## src/include/pmlh_pkg.sv

```systemverilog
// shared constants and types for the master local-side handshake block
package pmlh_pkg;
  localparam int         LAD_W         = 32;   // local address/data width
  localparam int         CMD_W         = 4;    // command width
  localparam int         TSR_W         = 10;   // progress bus width
  localparam int         CMD_WRITE_BIT = 0;    // command bit 0 set: write
  localparam logic       STROBE_IDLE   = 1'b1; // idle level of low strobes
  localparam logic [9:0] TSR_RESET     = 10'h000;
  // progress bus bit positions
  localparam int TSR_REQUEST = 0;
  localparam int TSR_GRANT   = 1;
  localparam int TSR_ADR     = 2;
  localparam int TSR_DAT     = 3;
  localparam int TSR_LAT     = 4;
  localparam int TSR_RETRY   = 5;
  localparam int TSR_DISC_ND = 6;
  localparam int TSR_DISC_D  = 7;
  localparam int TSR_XFR     = 8;
  localparam int TSR_WIDE    = 9;
  // transaction sequencer states
  typedef enum logic [2:0] {
    PMLH_IDLE,
    PMLH_REQ,
    PMLH_ADDR,
    PMLH_APH,
    PMLH_DATA,
    PMLH_TURN
  } pmlh_state_t;
endpackage

```

## src/design/pmlh_buf.sv

```systemverilog
// two-entry data buffer between local side and bus side
`timescale 1ns/1ps
`default_nettype none
module pmlh_buf #(
  parameter int W = 32
) (
  input  wire logic         clock_in,
  input  wire logic         rst_in,
  input  wire logic         ce_in,
  input  wire logic         flush_in,
  input  wire logic         in_valid_in,
  input  wire logic [W-1:0] in_data_in,
  output logic              in_ready_out,
  output logic              out_valid_out,
  output logic [W-1:0]      out_data_out,
  input  wire logic         out_ready_in
);
  logic         v1;        // second entry occupied
  logic [W-1:0] d1;        // second entry data
  logic         next_v0;
  logic         next_v1;
  logic         next_room;
  logic [W-1:0] next_d0;
  logic [W-1:0] next_d1;

  // head always sits in entry 0, so the head output is a plain flop
  always_comb
  begin
    next_v0 = out_valid_out;
    next_v1 = v1;
    next_d0 = out_data_out;
    next_d1 = d1;
    if (out_ready_in && out_valid_out)
    begin
      // pop: shift second entry forward
      next_v0 = v1;
      next_d0 = d1;
      next_v1 = 1'b0;
    end
    if (in_valid_in && in_ready_out)
    begin
      if (!next_v0)
      begin
        next_v0 = 1'b1;
        next_d0 = in_data_in;
      end
      else
      begin
        next_v1 = 1'b1;
        next_d1 = in_data_in;
      end
    end
    if (flush_in)
    begin
      // flush wins over a push in the same cycle
      next_v0 = 1'b0;
      next_v1 = 1'b0;
    end
    next_room = !next_v1;
  end

  // registers only
  always_ff @(posedge clock_in)
  begin
    if (rst_in)
    begin
      out_valid_out <= 1'b0;
      v1            <= 1'b0;
      in_ready_out  <= 1'b1;
      out_data_out  <= '0;
      d1            <= '0;
    end
    else if (ce_in)
    begin
      out_valid_out <= next_v0;
      v1            <= next_v1;
      in_ready_out  <= next_room;
      out_data_out  <= next_d0;
      d1            <= next_d1;
    end
  end
endmodule // pmlh_buf
`default_nettype wire

```

## src/design/pmlh_core.sv

```systemverilog
// master local-side handshake: request, address accept, data pacing, status
//
// Overview of operation
// - write stalls while local ready is high
// - read inserts bus waits when local not ready
// - read burst bus waits only from local ready
// - ready sampled one cycle before data moves
// - address accept low takes requested transaction
// - core ack low: read data valid/write taken
// - read stalls while core ack is high
// - target bus waits drive core ack high
// - beat-done pulses for each local data word
// - ten-bit progress bus reports transaction state
// - progress bit 8 marks previous bus beat
`timescale 1ns/1ps
`default_nettype none
module pmlh_core (
  input  wire logic                      clock_in,
  input  wire logic                      rst_in,
  input  wire logic                      ce_in,
  // local side
  input  wire logic                      request_narrow_low_in,
  input  wire logic                      request_wide_low_in,
  input  wire logic                      end_transfer_low_in,
  input  wire logic                      local_ready_low_in,
  input  wire logic [pmlh_pkg::LAD_W-1:0] local_addr_data_in,
  input  wire logic [pmlh_pkg::CMD_W-1:0] local_cmd_in,
  output logic                           address_accept_low_out,
  output logic                           core_data_ack_low_out,
  output logic                           local_beat_done_low_out,
  output logic [pmlh_pkg::LAD_W-1:0]      local_data_out,
  output logic [pmlh_pkg::TSR_W-1:0]      master_progress_bus_out,
  // bus side
  input  wire logic                      bus_grant_in,
  input  wire logic                      bus_beat_in,
  input  wire logic                      bus_stop_in,
  input  wire logic                      bus_lat_expired_in,
  input  wire logic                      bus_ack64_in,
  input  wire logic [pmlh_pkg::LAD_W-1:0] bus_rdata_in,
  output logic                           bus_req_out,
  output logic                           bus_addr_phase_out,
  output logic [pmlh_pkg::LAD_W-1:0]      bus_addr_out,
  output logic [pmlh_pkg::CMD_W-1:0]      bus_cmd_out,
  output logic                           bus_wide_out,
  output logic                           bus_last_out,
  output logic                           bus_wdata_valid_out,
  output logic [pmlh_pkg::LAD_W-1:0]      bus_wdata_out,
  output logic                           bus_rdata_ready_out
);
  import pmlh_pkg::*;

  // low-active strobe to positive meaning
  function automatic logic active(input logic low_sig);
    return ~low_sig;
  endfunction

  pmlh_state_t       state;        // sequencer state
  pmlh_state_t       next_state;
  logic              wr;           // current transaction is a write
  logic              next_wr;
  logic              last_pend;    // end of transaction requested
  logic              next_last_pend;
  logic              beats_seen;   // at least one bus beat so far
  logic              next_beats_seen;
  logic              next_addr_ack;
  logic              next_data_ack;
  logic              next_req;
  logic              next_aphase;
  logic              next_blast;
  logic              next_wide;
  logic [LAD_W-1:0]  next_rdata;
  logic [LAD_W-1:0]  next_addr;
  logic [CMD_W-1:0]  next_cmd;
  logic [TSR_W-1:0]  next_tsr;
  // buffer wiring
  logic              buf_room;     // buffer can take a word
  logic              buf_valid;    // buffer head valid
  logic [LAD_W-1:0]  buf_head;
  logic              buf_push;
  logic [LAD_W-1:0]  buf_din;
  logic              buf_pop;
  logic              buf_flush;
  // per-cycle events
  logic              xfer;         // local word moves this cycle
  logic              wbeat;        // bus takes a write word
  logic              rbeat;        // bus delivers a read word
  logic              beat;
  logic              rd_take;      // read word handed to local next cycle
  logic              fin;          // data phase ends this cycle

  // one buffer serves both directions; direction picks who fills it
  pmlh_buf #(
    .W (LAD_W)
  ) u_buf (
    .clock_in      (clock_in),
    .rst_in        (rst_in),
    .ce_in         (ce_in),
    .flush_in      (buf_flush),
    .in_valid_in   (buf_push),
    .in_data_in    (buf_din),
    .in_ready_out  (buf_room),
    .out_valid_out (buf_valid),
    .out_data_out  (buf_head),
    .out_ready_in  (buf_pop)
  );

  // the buffer's own flops face the bus directly
  assign bus_wdata_valid_out = buf_valid & wr & (state == PMLH_DATA);
  assign bus_wdata_out       = buf_head;
  assign bus_rdata_ready_out = buf_room;

  // next-value logic for the whole sequencer
  always_comb
  begin
    next_state      = state;
    next_wr         = wr;
    next_last_pend  = last_pend;
    next_beats_seen = beats_seen;
    next_wide       = bus_wide_out;
    next_addr       = bus_addr_out;
    next_cmd        = bus_cmd_out;
    next_rdata      = local_data_out;
    next_blast      = bus_last_out;
    next_tsr        = master_progress_bus_out;
    buf_flush       = 1'b0;
    // a word moves on the local side in every acked cycle
    xfer  = !core_data_ack_low_out;
    wbeat = bus_beat_in && (state == PMLH_DATA) && wr && buf_valid;
    // read beats stall only when the buffer is full of unread words
    rbeat = bus_beat_in && (state == PMLH_DATA) && !wr && buf_room;
    beat  = wbeat || rbeat;
    buf_push = (xfer && wr) || rbeat;
    buf_din  = wr ? local_addr_data_in : bus_rdata_in;
    // read ack needs local ready now and a word in hand
    rd_take = !wr && buf_valid && active(local_ready_low_in)
              && (state == PMLH_DATA || state == PMLH_TURN);
    buf_pop = wr ? wbeat : rd_take;
    if (rd_take)
    begin
      next_rdata = buf_head;
    end
    // write ack only when a slot is free counting the word now moving
    next_data_ack = STROBE_IDLE;
    if (rd_take)
    begin
      next_data_ack = 1'b0;
    end
    // no write ack in a stop cycle: a word taken then would be stranded
    // in the buffer during turnaround and the sequencer would never idle
    else if (wr && state == PMLH_DATA && active(local_ready_low_in)
             && !last_pend && !bus_stop_in && buf_room
             && !(buf_valid && xfer))
    begin
      next_data_ack = 1'b0;
    end
    fin = 1'b0;
    if (beat)
    begin
      next_beats_seen = 1'b1;
    end
    case (state)
      PMLH_IDLE:
      begin
        // a one-cycle request is enough to start
        if (active(request_narrow_low_in) || active(request_wide_low_in))
        begin
          next_state      = PMLH_REQ;
          next_wide       = active(request_wide_low_in);
          next_last_pend  = 1'b0;
          next_beats_seen = 1'b0;
          next_blast      = 1'b0;
          next_tsr        = TSR_RESET;
        end
      end
      PMLH_REQ:
      begin
        if (bus_grant_in)
        begin
          next_state = PMLH_ADDR;
        end
      end
      PMLH_ADDR:
      begin
        // local presents address and command while accept is low
        next_addr  = local_addr_data_in;
        next_cmd   = local_cmd_in;
        next_wr    = local_cmd_in[CMD_WRITE_BIT];
        next_state = PMLH_APH;
      end
      PMLH_APH:
      begin
        next_state = PMLH_DATA;
      end
      PMLH_DATA:
      begin
        if (bus_lat_expired_in)
        begin
          next_tsr[TSR_LAT] = 1'b1;
          next_last_pend    = 1'b1;
        end
        if (bus_ack64_in && bus_wide_out)
        begin
          next_tsr[TSR_WIDE] = 1'b1;
        end
        if (bus_stop_in)
        begin
          // target ends it; classify by beat history
          fin = 1'b1;
          next_tsr[TSR_DISC_D]  = beat;
          next_tsr[TSR_RETRY]   = !beat && !beats_seen;
          next_tsr[TSR_DISC_ND] = !beat && beats_seen;
          buf_flush = wr;
        end
        else if (bus_last_out && beat)
        begin
          fin = 1'b1;
        end
        else if (wr && last_pend && !buf_valid && !xfer && !bus_last_out)
        begin
          fin = 1'b1;
        end
        if (fin)
        begin
          next_state = PMLH_TURN;
          next_blast = 1'b0;
        end
        else if (wr ? (last_pend && buf_valid && buf_room && !xfer
                       && !wbeat)
                    : (last_pend || bus_lat_expired_in))
        begin
          next_blast = 1'b1;
        end
      end
      PMLH_TURN:
      begin
        // reads drain leftover words to the local side first
        if (!buf_valid && core_data_ack_low_out)
        begin
          next_state = PMLH_IDLE;
        end
      end
      default:
      begin
        next_state = PMLH_IDLE;
      end
    endcase
    // end request is taken any time during the transaction
    if (state != PMLH_IDLE && active(end_transfer_low_in))
    begin
      next_last_pend = 1'b1;
    end
    next_addr_ack = (next_state == PMLH_ADDR) ? 1'b0 : STROBE_IDLE;
    next_req      = (next_state == PMLH_REQ);
    next_aphase   = (next_state == PMLH_APH);
    // progress bus follows the sequencer
    next_tsr[TSR_REQUEST] = next_req;
    next_tsr[TSR_GRANT]   = (next_state == PMLH_ADDR)
                            || (next_state == PMLH_APH)
                            || (next_state == PMLH_DATA);
    next_tsr[TSR_ADR]     = next_aphase;
    next_tsr[TSR_DAT]     = (next_state == PMLH_DATA);
    next_tsr[TSR_XFR]     = beat;
  end

  // registers only; strobes come up idle
  always_ff @(posedge clock_in)
  begin
    if (rst_in)
    begin
      state                   <= PMLH_IDLE;
      wr                      <= 1'b0;
      last_pend               <= 1'b0;
      beats_seen              <= 1'b0;
      address_accept_low_out  <= STROBE_IDLE;
      core_data_ack_low_out   <= STROBE_IDLE;
      local_beat_done_low_out <= STROBE_IDLE;
      local_data_out          <= '0;
      master_progress_bus_out <= TSR_RESET;
      bus_req_out             <= 1'b0;
      bus_addr_phase_out      <= 1'b0;
      bus_addr_out            <= '0;
      bus_cmd_out             <= '0;
      bus_wide_out            <= 1'b0;
      bus_last_out            <= 1'b0;
    end
    else if (ce_in)
    begin
      state                   <= next_state;
      wr                      <= next_wr;
      last_pend               <= next_last_pend;
      beats_seen              <= next_beats_seen;
      address_accept_low_out  <= next_addr_ack;
      core_data_ack_low_out   <= next_data_ack;
      // done pulses exactly with the acked word
      local_beat_done_low_out <= next_data_ack;
      local_data_out          <= next_rdata;
      master_progress_bus_out <= next_tsr;
      bus_req_out             <= next_req;
      bus_addr_phase_out      <= next_aphase;
      bus_addr_out            <= next_addr;
      bus_cmd_out             <= next_cmd;
      bus_wide_out            <= next_wide;
      bus_last_out            <= next_blast;
    end
  end

  // ready as seen at the last enabled edge, for checking only
  logic rdy_seen;
  always_ff @(posedge clock_in)
  begin
    if (rst_in)
    begin
      rdy_seen <= 1'b0;
    end
    else if (ce_in)
    begin
      rdy_seen <= active(local_ready_low_in);
    end
  end

  ack_done_a: assert property (@(posedge clock_in) disable iff (rst_in)
    core_data_ack_low_out == local_beat_done_low_out)
    else $error("beat done differs from data ack");
  ack_ready_a: assert property (@(posedge clock_in) disable iff (rst_in)
    !core_data_ack_low_out |-> rdy_seen)
    else $error("data ack without prior local ready");
  accept_pulse_a: assert property (@(posedge clock_in) disable iff (rst_in)
    (ce_in && !address_accept_low_out) |=> address_accept_low_out)
    else $error("address accept longer than one cycle");
  accept_state_a: assert property (@(posedge clock_in) disable iff (rst_in)
    !address_accept_low_out |-> master_progress_bus_out[TSR_GRANT]
      && !master_progress_bus_out[TSR_ADR])
    else $error("address accept outside grant");
  cmd_capture_a: assert property (@(posedge clock_in) disable iff (rst_in)
    (ce_in && !address_accept_low_out) |=>
      bus_cmd_out == $past(local_cmd_in) && bus_addr_phase_out)
    else $error("command not captured at address accept");
  xfr_bit_a: assert property (@(posedge clock_in) disable iff (rst_in)
    (ce_in && bus_beat_in && state == PMLH_DATA
      && (wr ? bus_wdata_valid_out : bus_rdata_ready_out))
      |=> master_progress_bus_out[TSR_XFR])
    else $error("progress bit 8 missed a bus beat");
  read_wait_a: assert property (@(posedge clock_in) disable iff (rst_in)
    (state == PMLH_DATA && !wr && !bus_rdata_ready_out)
      |-> buf_valid && !rdy_seen)
    else $error("bus wait without local hold-off");
  dat_phase_a: assert property (@(posedge clock_in) disable iff (rst_in)
    master_progress_bus_out[TSR_DAT] == (state == PMLH_DATA))
    else $error("data phase bit disagrees with state");
  idle_quiet_a: assert property (@(posedge clock_in) disable iff (rst_in)
    (state == PMLH_IDLE) |-> core_data_ack_low_out && address_accept_low_out)
    else $error("strobe active while idle");
endmodule // pmlh_core
`default_nettype wire

```

## config.mk

```make
export PLATFORM = sky130hd
export DESIGN_NAME = pmlh_core
export DESIGN_NICKNAME = d
export VERILOG_FILES = /design/src/include/pmlh_pkg.sv /design/src/design/pmlh_buf.sv /design/src/design/pmlh_core.sv
export SDC_FILE = /design/constraint.sdc
export NUM_CORES = 1
export LEC_CHECK = 0
export BUFFER_PORTS_ARGS = -buffer_cell sky130_fd_sc_hd__buf_4
export CORE_MARGIN = 2
export CORE_UTILIZATION = 50
export CTS_CLUSTER_SIZE = 30
export DETAILED_ROUTE_END_ITERATION = 7
export PLACE_DENSITY = 0.78
export SLEW_MARGIN = 20
export SYNTH_ARGS = -nofsm -noshare
export SYNTH_HDL_FRONTEND = slang
export SYNTH_SLANG_ARGS = --single-unit
```

## constraint.sdc

```tcl
create_clock -name clock_in -period 2.29 [get_ports clock_in]
set_clock_uncertainty 0.15 [all_clocks]
set_input_delay 0.229 -clock clock_in [delete_from_list [all_inputs] [get_ports clock_in]]
set_output_delay 0.229 -clock clock_in [all_outputs]
set_load 0.02 [all_outputs]
```

# [Word level (Yosys, flattened, before mapping)]
# Index checks and enable logic that the tools add are counted.
[totals] out_inout_bits=119 ff_bits=157 wordCells=149 input_bits=80
[op_classes] bitwise_logic=6 eq_ne=16 n_mux=42 reduce_logical=63
[op_table] op="$mux 32" count=4
[op_table] op="$logic_and 1x1->1" count=32
[op_table] op="$mux 1" count=27
[op_table] op="$reduce_and 4->1" count=5
[op_table] op="$pmux 3 s6" count=1
[op_table] op="$mux 3" count=5
[op_table] op="$eq 3x2->1 const B" count=4
[op_table] op="$logic_not 1->1" count=11
[op_table] op="$mux 10" count=1
[op_table] op="$eq 3x3->1 const B" count=3
[op_table] op="$pmux 4 s2" count=1
[op_table] op="$logic_or 1x1->1" count=7
[op_table] op="$eq 3x1->1 const B" count=2
[op_table] op="$ne 2x2->1 const B" count=3
[op_table] op="$pmux 1 s2" count=3
[op_table] op="$reduce_and 3->1" count=2
[op_table] op="$reduce_bool 3->1" count=2
[op_table] op="$not 1->1" count=4
[op_table] op="$reduce_and 2->1" count=2
[op_table] op="$logic_not 3->1" count=1
[op_table] op="$ne 3x1->1 const B" count=1
[op_table] op="$ne 3x2->1 const B" count=1
[op_table] op="$ne 3x3->1 const B" count=1
[op_table] op="$and 1x1->1" count=2
[op_table] op="other kinds (2)" count=2

# [Logic depth before layout (Yosys ltp)]
# Gate-level depths: netlist (run 1).
[depth] word_depth=14 depth_mapped=7 depth_no_buf=5

# [Modules after synthesis]
# From an unflattened synthesis (run 1), not the netlist that was laid out.
[unflattened] cells_unflattened=805 hier_area_um2=6693.9
[by_module_without_submodules] mod="pmlh_core" cells_each=462 area_each_um2=3776.1 seq_area_each_um2=1741.7 n_inst=1
[by_module_without_submodules] mod="pmlh_buf" cells_each=343 area_each_um2=2917.8 seq_area_each_um2=1341.3 n_inst=1

# [Worst setup path after synthesis (run 1)]
# OpenSTA, ideal clock, no wires.
[synth_path] path_kind="register -> register" startpoint="reg state[1]" endpoint="reg u_buf.d1[21]" slack_ns=0.393 arrival_ns=1.600 period_less_slack_ns=1.897 n_path_buf=2 path_stages_with_launch=7 t_required_ns=1.992 setup_ns=0.148 path_cell_list="dfxtp_1 > and4bb_2 > a22oi_4 > o2111a_1 > buf_2 > buf_2 > a211oi_1"
[synth_via] elab_chain_cells=8 elab_cells_between_ends=15 cone_classes="2 x eq/ne; 2 x mux; 11 x reduce/logical"
[synth_rtl] element="from (decl)" line="pmlh_core.sv:57" source="pmlh_state_t state;"
[synth_rtl] element="from (signal assigned)" line="pmlh_core.sv:288" source="state <= next_state;"
[synth_rtl] element="$eq 3x3->1" line="pmlh_core.sv:128, pmlh_core.sv:130, pmlh_core.sv:136"
[synth_rtl] element="$logic_and 1x1->1" line="pmlh_core.sv:128, pmlh_core.sv:130"
[synth_rtl] element="$logic_and 1x1->1 (2 in series)" line="pmlh_core.sv:128" source="wbeat = bus_beat_in && (state == PMLH_DATA) && wr && buf_valid;"
[synth_rtl] element="$mux 1" line="pmlh_core.sv:137" source="buf_pop = wr ? wbeat : rd_take;"
[synth_rtl] element="$logic_and 1x1->1" line="pmlh_buf.sv:33" source="if (out_ready_in && out_valid_out)"
[synth_rtl] element="$mux 1" line="pmlh_buf.sv:33"
[synth_rtl] element="$reduce_and 3->1 (no source line) (*)"
[synth_rtl] element="to (signal assigned)" line="pmlh_buf.sv:79" source="d1 <= next_d1;"
[synth_rtl] element="to (decl)" line="pmlh_buf.sv:19" source="logic [W-1:0] d1;"
# Every way passes the cells marked *; elsewhere a longest branch is shown, timed or not.
# A chain may end at the register's enable or synchronous reset.

# [Worst setup path in the final report (run 1)]
[layout_path] startpoint="reg state[1]" endpoint="out bus_wdata_valid_out"
[layout_via] elab_chain_cells=2
[layout_rtl] element="$eq 3x3->1" line="pmlh_core.sv:108" source="assign bus_wdata_valid_out = buf_valid & wr & (state == PMLH_DATA);"
[layout_rtl] element="$and 1x1->1" line="pmlh_core.sv:108"
[layout_rtl] element="to (decl)" line="pmlh_core.sv:46" source="output logic bus_wdata_valid_out,"
# No other way between the ends.

==> results of run 1 <==
## critical path, cell delays in order (launching register included)
cell,delay (ns)
sky130_fd_sc_hd__dfxtp_2,0.34
sky130_fd_sc_hd__buf_4,0.18
sky130_fd_sc_hd__or3b_2,0.57
sky130_fd_sc_hd__nor3_4,0.18
sky130_fd_sc_hd__buf_6,0.14
## sequential cells by signal, summed over array words and instances, names as in the netlist
signal and count:
u_buf.in_ready_out 1, local_beat_done_low_out 1, master_progress_bus_out 10, last_pend 1
address_accept_low_out 1, state 3, bus_wide_out 1, beats_seen 1
u_buf.v1 1, bus_addr_out 32, u_buf.out_data_out 32, bus_cmd_out 4
bus_last_out 1, u_buf.d1 32, local_data_out 32, u_buf.out_valid_out 1
## worst paths after layout
check,from,endpoint,slack [ns],cells after the start
max,state[1],bus_wdata_valid_out,0.07,4
min,end_transfer_low_in,last_pend,0.007,4
max reg2reg,state[1],master_progress_bus_out[6],0.18,6
min reg2reg,master_progress_bus_out[3],master_progress_bus_out[3],0.30,2
## stage by stage
stage | util (%) | total power [mW] | cells
6_report | 72.58 | 6.013 | 1143
3_5_place_dp | 64.51 | 3.143 | 1072
4_1_cts | 72.56 | 6.008 | 1144
3_3_place_gp | 64.51 | 3.143 | 1072
5_1_grt | 72.58 | 6.180 | 1143
2_1_floorplan | - | 2.940 | 736
## what timing repair did
action	in CTS	in global routing
setup buffers	0	0
resized for setup	2	2
hold buffers	42	0
setup endpoints to repair	1	1
pin swaps	0	0
endpoints found under the hold margin	42	0
## logic make-up after synthesis
logic type | count (synthesis) | share of synthesized area [%]
and+or+nand+nor | 262 | 16.75
AOI/OAI and AO/OA | 186 | 21.07
DFF | 154 | 47.50
buffers and inverters | 69 | 4.646
muxes | 65 | 10.03
## where the power goes
group	leakage [nW]	internal (mW)	switching, mW
Clock	0.296	1.78	1.08
Combinational	2.24	0.213	0.230
Sequential	1.24	2.70	0.0156
## Yosys cell counts, types with 3 or more instances
cell,number,area (sq um)
sky130_fd_sc_hd__a211oi_2,25,312.8
sky130_fd_sc_hd__clkbuf_1,35,131.4
sky130_fd_sc_hd__a22oi_1,3,22.52
sky130_fd_sc_hd__nand2_1,184,690.7
sky130_fd_sc_hd__a21oi_1,82,410.4
sky130_fd_sc_hd__mux2i_1,65,650.6
sky130_fd_sc_hd__nor3_1,3,15.01
sky130_fd_sc_hd__nand3_1,4,20.02
sky130_fd_sc_hd__a211oi_1,11,82.58
sky130_fd_sc_hd__dfxtp_1,154,3083
sky130_fd_sc_hd__nor2_1,49,183.9
sky130_fd_sc_hd__a31oi_1,3,18.77
sky130_fd_sc_hd__buf_1,5,18.77
sky130_fd_sc_hd__o21a_1,3,22.52
sky130_fd_sc_hd__buf_2,13,65.06
sky130_fd_sc_hd__nor2b_1,6,37.54
sky130_fd_sc_hd__o221ai_1,33,289.0
sky130_fd_sc_hd__inv_1,9,33.78
sky130_fd_sc_hd__o21ai_0,7,35.03
sky130_fd_sc_hd__buf_4,7,52.55
## final cells by class
type | instances | area [sq um] | share of cell area (%)
clock buffer | 22 | 474.2 | 5.156
clock inverter | 8 | 118.9 | 1.293
inverter | 9 | 33.78 | 0.3673
multi-input combinational | 513 | 3133 | 34.07
sequential | 154 | 3085 | 33.55
tap | 172 | 215.2 | 2.340
timing repair buffer | 265 | 2136 | 23.22
## layer usage
| metal | track usage [%] | vias to the layer above | share of wire, % |
|---|---|---|---|
| met5 | 0 | - | 0 |
| met4 | 10.17 | 0 | 1.8 |
| met3 | 8.963 | 28 | 7.1 |
| met2 | 45.09 | 255 | 47 |
| met1 | 35.19 | 3016 | 44 |
| li1 | - | 3034 | - |
==> flow_summary_export.csv, run 1 <==
group,metric,value,unit
route,routed_wire_length,19.68,mm
cells_and_area,nFillCells,939,
cts,tritoncts,"yes",
die,fp.dieArea,13910,sq um
sta,final_period_minus_worst_setup_slack,2.219,ns
cells_and_area,layout.cells.most_common_list,"sky130_fd_sc_hd__buf_4 (219), sky130_fd_sc_hd__nand2_1 (184), sky130_fd_sc_hd__dfxtp_1 (152)",
worst_hold_path,worst_hold_path_type,"input pin to flop",
worst_setup_path,critPathKind,"flop to output pin",
synthesis,yosysWarnings,0,
synthesis,synthesis.area,6490,sq um
pwr,static-leakage-power,3.777,nW
outcome,status,"finished, final reports clean",
cts,ctsLongestPathBuffers,2,
global_routing,grt_pass1_vias,6130,
place,place_ws,0.2168,ns
global_routing,grt_start_max_net_pins,65,
cells_and_area,final_common_cell,"sky130_fd_sc_hd__buf_4",
sta,finalHoldViolCount,0,
die,core,12670,sq um
global_routing,gr-total-overflow,0,
sta,grt_setup_unrepaired,"no",
sta,setup_slack,0.07125,ns
cts,numClockSinks,154,
sta,setup_viol,0,
worst_setup_path,setup.worst_path.start_class,"flop",
cells_and_area,nNetsFinal,1040,
place,place_congestion,0.9204,
route,drt-wirelength-per-cell,17.21,microns
cts,h-tree-depth,4,
place,place.port_buffers,198,
route,vias,6333,
route,final_antenna_net_count,0,
route,via_per_inst,5.541,
sta,layout_worst_path_cycle_share,96.89,%
global_routing,grt_util_all_layers,28.01,%
route,dr.pass1.iters,5,
cts,clk-insertion-delay-late,0.43,ns
sta,slew_viol_final,0,
cells_and_area,layout-area-overhead-vs-synth,41.70,%
global_routing,grt_first_pass_wirelength,31.33,mm
worst_setup_path,critPathMaxFanout,11,
synthesis,syn-num-nets,816,
synthesis,postSynth.topFlopCell,"sky130_fd_sc_hd__dfxtp_1",
worst_setup_path,crit_arrival,1.84,ns
cells_and_area,layout.cell_area.non_filler,9196,sq um
sta,slew_headroom,56.15,%
die,top_level_ports,199,
synthesis,ys_seq_area_share,47.50,%
worst_setup_path,endpoint_kind_of_the_worst_setup_timing_path,"output pin",
die,die_h,117.9,microns
cts,clkSlewWorstSetupHoldPaths,0.06,ns
die,chipWidth,117.9,microns
route,detailedRoute.firstIterationViolations,489,
place,dpl.hpwl,12.65,mm
worst_setup_path,timing.critical_path.required,1.91,ns
cts,cts_inserted_buffers,17,
synthesis,post_synth_inst_count,736,
sta,tns,0,ns
global_routing,initial_antenna_violation_count,0,
route,drc,0,
die,row_count,41,
sta,hold_ws,0.007242,ns
sta,worst_slew_pin_slew,0.6578,ns
sta,fmax,0.4507,GHz
synthesis,async_flop_share,0,%
synthesis,synthDistinctLibCells,49,
cts,root_buffer,"sky130_fd_sc_hd__clkbuf_16",
synthesis,synth.avg_cell_area,8.818,sq um
flow_run,cap_viol_max_count,0,
cells_and_area,antenna_cells,0,
pwr,powerDensity,653.8,nW/um^2
synthesis,synth_enable_flop_cells,0,
place,place_area,8174,sq um
cells_and_area,final_layout_size_suffix_gt1_share,29.97,%
pwr,irDropWorstVdd,0.4892,mV
synthesis,synth-seq-cells,154,
die,starting_density_of_the_core,51.22,%
Note: power is estimated with default switching activity, not from simulation.
==> run 2, diff against run 1 <==
--- a/config.mk
+++ b/config.mk
@@ -6,8 +6,8 @@
 export NUM_CORES = 1
 export LEC_CHECK = 0
 export BUFFER_PORTS_ARGS = -buffer_cell sky130_fd_sc_hd__buf_4
-export CORE_MARGIN = 2
 export CORE_UTILIZATION = 50
+export CTS_CLUSTER_DIAMETER = 30
 export CTS_CLUSTER_SIZE = 30
 export DETAILED_ROUTE_END_ITERATION = 7
 export PLACE_DENSITY = 0.78
==> flow_summary_export.csv, run 2 (same netlist as run 1, synthesis figures left out) <==
group,metric,value,unit
cts,root_buffer,"sky130_fd_sc_hd__clkbuf_16",
place,place_ws,0.2077,ns
pwr,powerDensity,661.8,nW/um^2
die,top_level_ports,199,
worst_setup_path,timing.critical_path.required,1.91,ns
sta,setup_viol,0,
die,starting_density_of_the_core,51.43,%
global_routing,grt_util_all_layers,29.16,%
sta,finalHoldViolCount,0,
pwr,irDropWorstVdd,0.5573,mV
cts,ctsLongestPathBuffers,2,
cts,cts_post_setup_buffers_inserted,0,
global_routing,grt_first_pass_wirelength,30.07,mm
flow_run,cap_viol_max_count,0,
cells_and_area,layout.cell_area.non_filler,9245,sq um
die,fp.dieArea,13440,sq um
worst_hold_path,worst_hold_path_type,"input pin to flop",
cells_and_area,multi_input_area,3122,sq um
cts,post_cts_resized,0,
sta,setup_slack,0.09245,ns
sta,tns,0,ns
route,drt-wirelength-per-cell,16.90,microns
cts,cts_inserted_buffers,17,
route,final_antenna_net_count,0,
pwr,post_route_total_power,6.118,mW
cts,clkSlewWorstSetupHoldPaths,0.06,ns
worst_setup_path,crit_arrival,1.82,ns
cells_and_area,final_layout_size_suffix_gt1_share,30.22,%
cells_and_area,antenna_cells,0,
cells_and_area,layout.cells.most_common_list,"sky130_fd_sc_hd__buf_4 (220), sky130_fd_sc_hd__nand2_1 (184), sky130_fd_sc_hd__dfxtp_1 (153)",
cts,numClockSinks,154,
sta,worst_slew_pin_slew,0.5433,ns
global_routing,grt_start_max_net_pins,42,
cts,clk-insertion-delay-late,0.42,ns
route,vias,6279,
cts,tritoncts,"yes",
pwr,static-leakage-power,3.782,nW
cts,h-tree-depth,4,
route,routed_wire_length,19.35,mm
die,row_count,41,
place,dpl.hpwl,12.60,mm
route,dr.pass1.iters,6,
die,chipWidth,115.9,microns
sta,fmax,0.4551,GHz
global_routing,grt_pass1_vias,5862,
cells_and_area,layout-area-overhead-vs-synth,42.45,%
worst_setup_path,setup.worst_path.start_class,"flop",
global_routing,gr-total-overflow,0,
sta,slew_viol_final,0,
sta,slew_headroom,63.78,%
cells_and_area,nNetsFinal,1040,
route,detailedRoute.firstIterationViolations,553,
global_routing,initial_antenna_violation_count,0,
route,drc,0,
worst_setup_path,critPathMaxFanout,7,
place,place_area,8227,sq um
die,core,12620,sq um
cells_and_area,finish.utilization,73.26,%
place,place_congestion,0.8775,
sta,layout_worst_path_cycle_share,95.96,%
sta,final_period_minus_worst_setup_slack,2.198,ns
sta,grt_setup_unrepaired,"no",
route,via_per_inst,5.484,
outcome,status,"finished, final reports clean",
cells_and_area,final_common_cell,"sky130_fd_sc_hd__buf_4",
place,place.port_buffers,198,
cells_and_area,ff_latch_area,3084,sq um
worst_setup_path,critPathKind,"flop to output pin",
worst_setup_path,endpoint_kind_of_the_worst_setup_timing_path,"output pin",
cells_and_area,nFillCells,954,
die,die_h,115.9,microns
[run 2: cell types whose count changed in the layout (fill, tap and decap cells not counted), sizes merged]
cell         previous run  this run
inv                     9        10
bufinv                  3         4
buf                   223       226
clkinv                  5         4
clkinvlp                0         2
clkbuf                 22        21
dlygate4sd3            42        39
[run 2: repair_timing]
action,in CTS,in global routing
endpoints found under the hold margin,39,0
hold buffers,39,0
setup endpoints to repair,0,0
[run 2: final timing paths]
path	startpoint	endpoint	slack (ns)	depth (start not counted)
min reg2reg	master_progress_bus_out[3]	master_progress_bus_out[3]	0.29	2
min	bus_lat_expired_in	master_progress_bus_out[4]	0.02	3
max	state[2]	bus_wdata_valid_out	0.09	4
max reg2reg	state[1]	u_buf.v1	0.18	5
[run 2: worst max-delay path: stages (launching register included)]
cell                      delay (ns)
sky130_fd_sc_hd__dfxtp_1        0.42
sky130_fd_sc_hd__or3b_2         0.48
sky130_fd_sc_hd__buf_4          0.18
sky130_fd_sc_hd__nor3_1         0.15
sky130_fd_sc_hd__buf_4          0.17
[run 2: layout make-up]
class | count | share of cell area [%]
Timing Repair Buffer | 265 | 23.39
Clock buffer | 21 | 4.980
Tap cell | 172 | 2.328
Multi-Input combinational cell | 513 | 33.77
Inverter | 9 | 0.3654
Sequential cell | 154 | 33.36
Clock inverter | 11 | 1.814
[run 2: metrics by stage]
stage               cells  hold WS (ns)
floorplan             736        0.1746
global placement     1074        0.2846
detailed placement   1074        0.2885
CTS                  1145     0.0008523
global route         1145       0.01223
finish               1145       0.01610
[run 2: per-layer routing]
| metal | vias up | GRT usage [%] | part of all wire [%] |
|---|---|---|---|
| met5 | - | 0 | 0 |
| met4 | 0 | 11.79 | 2.3 |
| met3 | 33 | 5.962 | 6.1 |
| met2 | 236 | 48.77 | 49 |
| met1 | 2972 | 36.73 | 42 |
| li1 | 3038 | - | - |
[run 2: power breakdown]
| part | total [mW] | leakage (nW) | internal (mW) | switching [mW] |
|---|---|---|---|---|
| clock | 2.97 | 0.303 | 1.88 | 1.09 |
| sequential | 2.71 | 1.24 | 2.70 | 0.0169 |
| combinational | 0.438 | 2.24 | 0.210 | 0.228 |
